## config.mk

```make
export PLATFORM = sky130hd
export DESIGN_NAME = spe_entry
export DESIGN_NICKNAME = d
export VERILOG_FILES = /design/src/core/spe_pkg.sv /design/src/core/spe_entry.sv /design/src/core/spe_word_buffer.sv
export SDC_FILE = /design/constraint.sdc
export NUM_CORES = 1
export LEC_CHECK = 0
export BUFFER_PORTS_ARGS = -buffer_cell sky130_fd_sc_hd__buf_2
export CAP_MARGIN = 15
export CORE_ASPECT_RATIO = 1.4
export CORE_MARGIN = 3
export CORE_UTILIZATION = 35
export CTS_CLUSTER_SIZE = 25
export DETAILED_ROUTE_END_ITERATION = 10
export PLACE_DENSITY = 0.54
export SETUP_SLACK_MARGIN = 0.3
export SLEW_MARGIN = 20
export SYNTH_ARGS = -nofsm -noshare
export SYNTH_HDL_FRONTEND = slang
export SYNTH_HIERARCHICAL = 1
export SYNTH_SLANG_ARGS = --single-unit
```

## constraint.sdc

```tcl
create_clock -name ref_clk -period 2.7 [get_ports ref_clk]
set_input_delay 0.27 -clock ref_clk [delete_from_list [all_inputs] [get_ports ref_clk]]
set_output_delay 0.27 -clock ref_clk [all_outputs]
set_load 0.05 [all_outputs]
```

## src/core/spe_pkg.sv

```systemverilog
/*
 * constants shared by the serial programming entry block and its buffer.
 * assumes: one 100 MHz clock domain, synchronous active-high reset.
 */
package spe_pkg;
   localparam int          KEY_W        = 32;
   // key value is arbitrary; replace with the real entry key
   localparam logic [31:0] KEY_VALUE    = 32'h5a3c_96e1;
   localparam int          WORD_W       = 8;
   localparam int          BUF_DEPTH    = 2;
   localparam int          SYNC_W       = 4;
   localparam int          PIN_CLK      = 0;
   localparam int          PIN_DAT      = 1;
   localparam int          PIN_RST      = 2;
   localparam int          PIN_HV       = 3;
   localparam logic [3:0]  SYNC_RESET   = 4'h4;
   localparam logic [5:0]  KEY_CNT_FULL = 6'h20;
endpackage

```

## src/core/spe_entry.sv

```systemverilog
/*
 * programming-port entry logic: high-voltage and keyed low-voltage entry,
 * serial word capture in program/verify mode and data pin drive.
 * assumes: pins are asynchronous to ref_clk and slow against it (link clock
 * period 160 ns), hv level and reset-low detection come from analog
 * comparators as digital levels, the enable config bit is a static level.
 */
`timescale 1ns/1ps

module spe_entry #(
   parameter logic [spe_pkg::KEY_W-1:0] KEY    = spe_pkg::KEY_VALUE,
   parameter int                        WORD_W = spe_pkg::WORD_W
) (
   input  wire logic              ref_clk,
   input  wire logic              rst,
   input  wire logic              prog_clock_pin,
   input  wire logic              prog_data_pin_i,
   output logic                   prog_data_pin_o,
   output logic                   prog_data_pin_oe_n,
   input  wire logic              master_reset_pin,
   input  wire logic              reset_vpp_at_high_level,
   input  wire logic              low_voltage_entry_enable,
   input  wire logic              reset_pin_enable_setting,
   output logic                   reset_pin_enable,
   input  wire logic              enable_clear_req,
   output logic                   enable_clear_allow,
   output logic                   prog_mode,
   output logic                   hv_session,
   output logic                   lv_session,
   input  wire logic              tx_enable,
   input  wire logic              tx_bit,
   output logic      [WORD_W-1:0] rx_word,
   output logic                   rx_valid,
   input  wire logic              rx_ready,
   output logic                   rx_overrun
);
   localparam int CW = $clog2(WORD_W + 1);

   logic [spe_pkg::SYNC_W-1:0] pin_s1_q;
   logic [spe_pkg::SYNC_W-1:0] pin_s2_q;
   logic                       clk_prev_q;
   logic                       hv_prev_q;
   logic                       clk_s;
   logic                       dat_s;
   logic                       rst_high_s;
   logic                       hv_s;
   logic                       clk_rise;
   logic                       hv_rise;
   logic [spe_pkg::KEY_W-1:0]  key_sr_q;
   logic [5:0]                 key_cnt_q;
   logic                       key_match;
   logic                       hv_session_q;
   logic                       lv_session_q;
   logic [WORD_W-1:0]          word_sr_q;
   logic [CW-1:0]              word_cnt_q;
   logic                       word_valid_q;
   logic [WORD_W-1:0]          word_q;
   logic                       buf_in_ready;
   logic                       overrun_q;
   logic                       dat_out_q;
   logic                       oe_n_q;
   logic                       capture;

   // pins cross into ref_clk through two flops before any use
   always_ff @(posedge ref_clk) begin
      if (rst) begin
         pin_s1_q <= spe_pkg::SYNC_RESET;
         pin_s2_q <= spe_pkg::SYNC_RESET;
      end else begin
         pin_s1_q <= {reset_vpp_at_high_level, master_reset_pin,
                      prog_data_pin_i, prog_clock_pin};
         pin_s2_q <= pin_s1_q;
      end
   end

   assign clk_s      = pin_s2_q[spe_pkg::PIN_CLK];
   assign dat_s      = pin_s2_q[spe_pkg::PIN_DAT];
   assign rst_high_s = pin_s2_q[spe_pkg::PIN_RST];
   assign hv_s       = pin_s2_q[spe_pkg::PIN_HV];

   always_ff @(posedge ref_clk) begin
      if (rst) begin
         clk_prev_q <= 1'b0;
         hv_prev_q  <= 1'b0;
      end else begin
         clk_prev_q <= clk_s;
         hv_prev_q  <= hv_s;
      end
   end

   assign clk_rise = clk_s & ~clk_prev_q;
   assign hv_rise  = hv_s & ~hv_prev_q;

   // high-voltage entry: both port pins must be low as the level arrives
   always_ff @(posedge ref_clk) begin
      if (rst || !hv_s) begin
         hv_session_q <= 1'b0;
      end else if (hv_rise && !clk_s && !dat_s) begin
         hv_session_q <= 1'b1;
      end
   end

   // key shifter, msb first on rising clock edges; cleared whenever the
   // reset pin is high or entry is disabled, so a partial key never lingers
   always_ff @(posedge ref_clk) begin
      if (rst || rst_high_s || !low_voltage_entry_enable) begin
         key_sr_q  <= '0;
         key_cnt_q <= '0;
      end else if (clk_rise && !prog_mode) begin
         key_sr_q <= {key_sr_q[spe_pkg::KEY_W-2:0], dat_s};
         if (key_cnt_q != spe_pkg::KEY_CNT_FULL) begin
            key_cnt_q <= key_cnt_q + 6'h01;
         end
      end
   end

   assign key_match = (key_cnt_q == spe_pkg::KEY_CNT_FULL) &&
                      (key_sr_q == KEY);

   // the session lives only while the reset pin stays low
   always_ff @(posedge ref_clk) begin
      if (rst || rst_high_s) begin
         lv_session_q <= 1'b0;
      end else if (key_match && low_voltage_entry_enable
                   && !hv_session_q) begin
         lv_session_q <= 1'b1;
      end
   end

   assign hv_session = hv_session_q;
   assign lv_session = lv_session_q;
   assign prog_mode  = hv_session_q | lv_session_q;
   assign reset_pin_enable   = reset_pin_enable_setting
                               | low_voltage_entry_enable;
   assign enable_clear_allow = enable_clear_req & hv_session_q
                               & ~lv_session_q;

   // word capture stalls while a finished word waits for buffer space;
   // the external clock cannot be held, so lost bits raise rx_overrun
   assign capture = prog_mode & clk_rise & ~tx_enable;

   always_ff @(posedge ref_clk) begin
      if (rst || !prog_mode) begin
         word_sr_q    <= '0;
         word_cnt_q   <= '0;
         word_valid_q <= 1'b0;
         word_q       <= '0;
      end else begin
         if (word_valid_q && buf_in_ready) begin
            word_valid_q <= 1'b0;
         end
         if (capture && !word_valid_q) begin
            if (word_cnt_q == CW'(WORD_W - 1)) begin
               word_q       <= {word_sr_q[WORD_W-2:0], dat_s};
               word_valid_q <= 1'b1;
               word_cnt_q   <= '0;
            end else begin
               word_sr_q  <= {word_sr_q[WORD_W-2:0], dat_s};
               word_cnt_q <= word_cnt_q + CW'(1);
            end
         end
      end
   end

   always_ff @(posedge ref_clk) begin
      if (rst || !prog_mode) begin
         overrun_q <= 1'b0;
      end else if (capture && word_valid_q) begin
         overrun_q <= 1'b1;
      end
   end

   assign rx_overrun = overrun_q;

   // data pin drive is registered; enable low means the pin is driven
   always_ff @(posedge ref_clk) begin
      if (rst) begin
         dat_out_q <= 1'b0;
         oe_n_q    <= 1'b1;
      end else begin
         dat_out_q <= tx_bit;
         oe_n_q    <= ~(prog_mode & tx_enable);
      end
   end

   assign prog_data_pin_o    = dat_out_q;
   assign prog_data_pin_oe_n = oe_n_q;

   spe_word_buffer #(
      .WIDTH (WORD_W),
      .DEPTH (spe_pkg::BUF_DEPTH)
   ) u_buf (
      .ref_clk   (ref_clk),
      .rst       (rst),
      .in_data   (word_q),
      .in_valid  (word_valid_q),
      .in_ready  (buf_in_ready),
      .out_data  (rx_word),
      .out_valid (rx_valid),
      .out_ready (rx_ready)
   );

   hv_entry_a: assert property (@(posedge ref_clk) disable iff (rst)
      $rose(hv_session_q) |-> $past(hv_rise && !clk_s && !dat_s))
      else $error("hv session began without both port pins low");

   lv_enable_a: assert property (@(posedge ref_clk) disable iff (rst)
      $rose(lv_session_q) |-> $past(low_voltage_entry_enable))
      else $error("lv session began with entry disabled");

   lv_blocked_a: assert property (@(posedge ref_clk) disable iff (rst)
      !low_voltage_entry_enable |=> key_cnt_q == 6'h00 && key_sr_q == '0)
      else $error("key shifter active while entry disabled");

   key_entry_a: assert property (@(posedge ref_clk) disable iff (rst)
      key_match && low_voltage_entry_enable && !rst_high_s && !hv_session_q
      |=> lv_session_q)
      else $error("valid key did not open lv session");

   reset_force_a: assert property (@(posedge ref_clk) disable iff (rst)
      low_voltage_entry_enable |-> reset_pin_enable)
      else $error("reset function not forced on");

   clear_gate_a: assert property (@(posedge ref_clk) disable iff (rst)
      enable_clear_allow |-> hv_session_q && !lv_session_q)
      else $error("enable clear allowed outside hv session");

   drive_gate_a: assert property (@(posedge ref_clk) disable iff (rst)
      !prog_data_pin_oe_n |-> $past(prog_mode && tx_enable))
      else $error("data pin driven outside program mode");

   key_shift_a: assert property (@(posedge ref_clk) disable iff (rst)
      clk_rise && !prog_mode && !rst_high_s && low_voltage_entry_enable
      |=> key_sr_q[0] == $past(dat_s)
          && key_sr_q[spe_pkg::KEY_W-1:1]
             == $past(key_sr_q[spe_pkg::KEY_W-2:0]))
      else $error("key bit not shifted on rising clock edge");

   key_clear_a: assert property (@(posedge ref_clk) disable iff (rst)
      rst_high_s |=> key_cnt_q == 6'h00 && !lv_session_q)
      else $error("partial key survived reset pin high");
endmodule

```

## src/core/spe_word_buffer.sv

```systemverilog
/*
 * small valid/ready buffer for received programming words.
 * assumes: same clock and reset as the entry logic; depth a power of two.
 */
`timescale 1ns/1ps
module spe_word_buffer #(
   parameter int WIDTH = spe_pkg::WORD_W,
   parameter int DEPTH = spe_pkg::BUF_DEPTH
) (
   input  wire logic             ref_clk,
   input  wire logic             rst,
   input  wire logic [WIDTH-1:0] in_data,
   input  wire logic             in_valid,
   output logic                  in_ready,
   output logic      [WIDTH-1:0] out_data,
   output logic                  out_valid,
   input  wire logic             out_ready
);
   localparam int AW = (DEPTH > 1) ? $clog2(DEPTH) : 1;

   logic [WIDTH-1:0] mem_q [DEPTH];
   logic [AW-1:0]    wr_ptr_q;
   logic [AW-1:0]    rd_ptr_q;
   logic [AW:0]      count_q;
   logic             push;
   logic             pop;

   assign in_ready  = (count_q != (AW+1)'(DEPTH));
   assign out_valid = (count_q != '0);
   assign out_data  = mem_q[rd_ptr_q];
   assign push      = in_valid & in_ready;
   assign pop       = out_valid & out_ready;

   always_ff @(posedge ref_clk) begin
      if (push) begin
         mem_q[wr_ptr_q] <= in_data;
      end
   end

   always_ff @(posedge ref_clk) begin
      if (rst) begin
         wr_ptr_q <= '0;
         rd_ptr_q <= '0;
         count_q  <= '0;
      end else begin
         if (push) begin
            wr_ptr_q <= wr_ptr_q + AW'(1);
         end
         if (pop) begin
            rd_ptr_q <= rd_ptr_q + AW'(1);
         end
         if (push && !pop) begin
            count_q <= count_q + (AW+1)'(1);
         end else if (pop && !push) begin
            count_q <= count_q - (AW+1)'(1);
         end
      end
   end

   buf_bound_a: assert property (@(posedge ref_clk) disable iff (rst)
      count_q <= (AW+1)'(DEPTH))
      else $error("word buffer holds more than its depth");
endmodule

```

==> results.ini <==
[global_route]
grt_usage_pct = 11.7
grt_pass1_wl_microns = 10700
grt_overflow = 0
grt_max_degree = 36
grt_pass1_vias = 2276
grt_antenna_before_repair = 0

[place]
port_buffers = 28
gp_congestion = 0.703
hpwl_microns = 4120
dp_cells = 501
pre_cts_slack_ps = 712

[detailed_routing]
ant_nets = 0
num_vias = 2405
wl_per_cell_microns = 11.8
drtIter0Drc = 52
firstDrtPassIters = 4
routed_wl_microns = 6090
drc = 0
viasPerCell = 4.65

[critical_path]
path_delay_family = simple AND/OR/NAND/NOR gates
crit_buf_inv = 0
cp_max_fo = 8
critPathMaxStageDelay_ps = 620
worst_ep_required_time_ps = 2920
critPathLaunchType = flip-flop
cp_slowest_cell = nor4_4
cp_cell_sequence = or3b_1 > nor4_4 > mux2i_1 > nor2_2
worstSetupEndpointType = flip-flop
reg2reg_slack_ps = 760
arrival_ps = 2150
critPathKind = flip-flop to flip-flop

[sta]
timing.final.setup_violations = 0
fmax_mhz = 516
slew_violations = 0
min_period_ps = 1940
relSlewSlack_pct = 54.7
hold_viol = 0
finalCritPeriodShare_pct = 71.8
tightest_slew_ps = 675
rsz0062_at_grt = no
final.setup.tns_ps = 0
worst_hold_slack_ps = 108
fin_skew_ps = 6.89
fin_ws_ps = 762

[clocking]
ctsLongestPathBuffers = 2
path_clk_slew_ps = 60
cts-root-buf = clkbuf_16
cts-buffers-inserted = 9
cts_resized = 0
clock_latency_ps = 340
post-cts-setup-buffer-count = 0
holdBufCountCts = 0
cts_htree_levels = 3
tritoncts = built
clock_sinks = 94

[die]
rows = 42
ioPinCount = 29
coreArea_sq_um = 9670
die_w_microns = 91.0
initial_core_util_pct = 36.6
dieArea_sq_um = 11400
fp.dieH_microns = 125

[power]
p_total_mw = 2.70
power.leakage_nw = 1.30
ir_drop_mv = 0.380
powerDensity_nw_per_um2 = 656

[flow_run]
max_cap_viol_count = 0

[finish]
final_cells = 517
n_antenna_cell = 0
final_common_cell = dfxtp_1
most-common-layout-cells = dfxtp_1 (78), nand2_1 (68), a21oi_1 (37), nor2_1 (30), buf_2 (28)
drive_above_1_share_pct = 18.4
areaGrowthSynthToFinish_pct = 16.1
layout.nets = 396

[synth]
synth_warnings = 6
synth_nets = 370
synth_top_area_cell = dfxtp_1
netlist_area_sq_um = 3540
synthDistinctLibCells = 41
synth_cells = 354
syn_avg_cell_area_sq_um = 10.0
seq_area_frac_synth_pct = 57.6
synth.area.top_cells = dfxtp_1 (44%), edfxtp_1 (14%), nand2_1 (7.2%), a21oi_1 (5.2%), mux2i_1 (5.1%)
synth.ff_latch_count = 94
synth.top_cell.area_share_pct = 44.1

[worst_hold_path]
hold_class = input pin to flip-flop

[outcome]
status = complete, no violations

==> power breakdown <==
group | internal, mW | switching, mW | total [mW]
Combinational | 0.0182 | 0.0398 | 0.0581
Sequential | 1.43 | 0.00413 | 1.43
Clock | 0.710 | 0.500 | 1.21
Total | 2.16 | 0.544 | 2.70
==> worst paths after layout <==
check / end / startpoint / cells past startpoint
setup / recovery: word_sr_q[6] / pin_s2_q[0] / 4
hold reg to reg: pin_s2_q[2] / pin_s1_q[2] / 1
hold / removal: prog_data_pin_oe_n / tx_enable / 2
setup reg to reg: word_sr_q[6] / pin_s2_q[0] / 4
==> kinds of logic (layout without fill, tap and decap cells) <==
kind of cell,Yosys count,count (layout),synth area share (%)
AO/OA/AOI/OAI,44,44,6.85
XOR/XNOR,9,9,2.22
adder cells (fa/ha/maj),4,4,1.41
buffers and inverters,24,55,2.65
flip-flops,94,94,57.6
multiplexers,26,26,7.63
AND/OR/NAND/NOR,153,153,21.6
==> cells in the mapped netlist, drive strengths merged <==
| library cell | count |
|---|---|
| a21bo | 1 |
| nor3 | 2 |
| buf | 4 |
| nor4b | 3 |
| or4b | 1 |
| or3b | 1 |
| nand4 | 5 |
| mux2i | 18 |
| xor2 | 6 |
| a22o | 1 |
| or2 | 5 |
| inv | 6 |
| o21a | 1 |
| and3 | 2 |
| dfxtp | 78 |
| o21ai | 2 |
| nor2 | 37 |
| mux2 | 8 |
| nor4 | 5 |
| nand4b | 1 |
| edfxtp | 16 |
| nor2b | 10 |
| nand2 | 68 |
| and2 | 1 |
| nand2b | 1 |
| and3b | 1 |
| nand3b | 1 |
| or3 | 2 |
| ha | 4 |
| clkbuf | 14 |
| a21oi | 37 |
| xnor2 | 3 |
| nand4bb | 1 |
| a31oi | 1 |
| a31o | 1 |
| nand3 | 4 |
| nor4bb | 2 |
==> final cells by class <==
type                       count  area, sq um
sequential                    94         2040
inverter                       6         22.5
fill                         987         5560
timing repair buffer          33          178
clock buffer                  11          233
multi-input combinational    236         1420
clock inverter                 5         50.0
tap                          132          165
==> registers in the layout (all words and copies together) (netlist names), 2 cells and up, named ones only <==
name and flops:
word_sr_q 7, pin_s1_q 4, word_q 8, key_sr_q 32, pin_s2_q 4, u_buf/count_q 2, key_cnt_q 6, u_buf/mem_q 16
word_cnt_q 4
==> stage by stage <==
| step | util [%] | area [sq um] |
|---|---|---|
| floorplan | - | 3540 |
| global placement | 39.6 | 3830 |
| detailed placement | 39.6 | 3830 |
| CTS | 42.5 | 4110 |
| global route | 42.5 | 4110 |
| finish | 42.5 | 4110 |
==> routing by layer <==
metal	part of all wire, %	global-route usage, %
met1	44	13.7
met2	50	18.7
met5	0	0
met3	4.0	3.37
met4	2.7	7.02
Note: power is estimated with default switching activity, not from simulation.
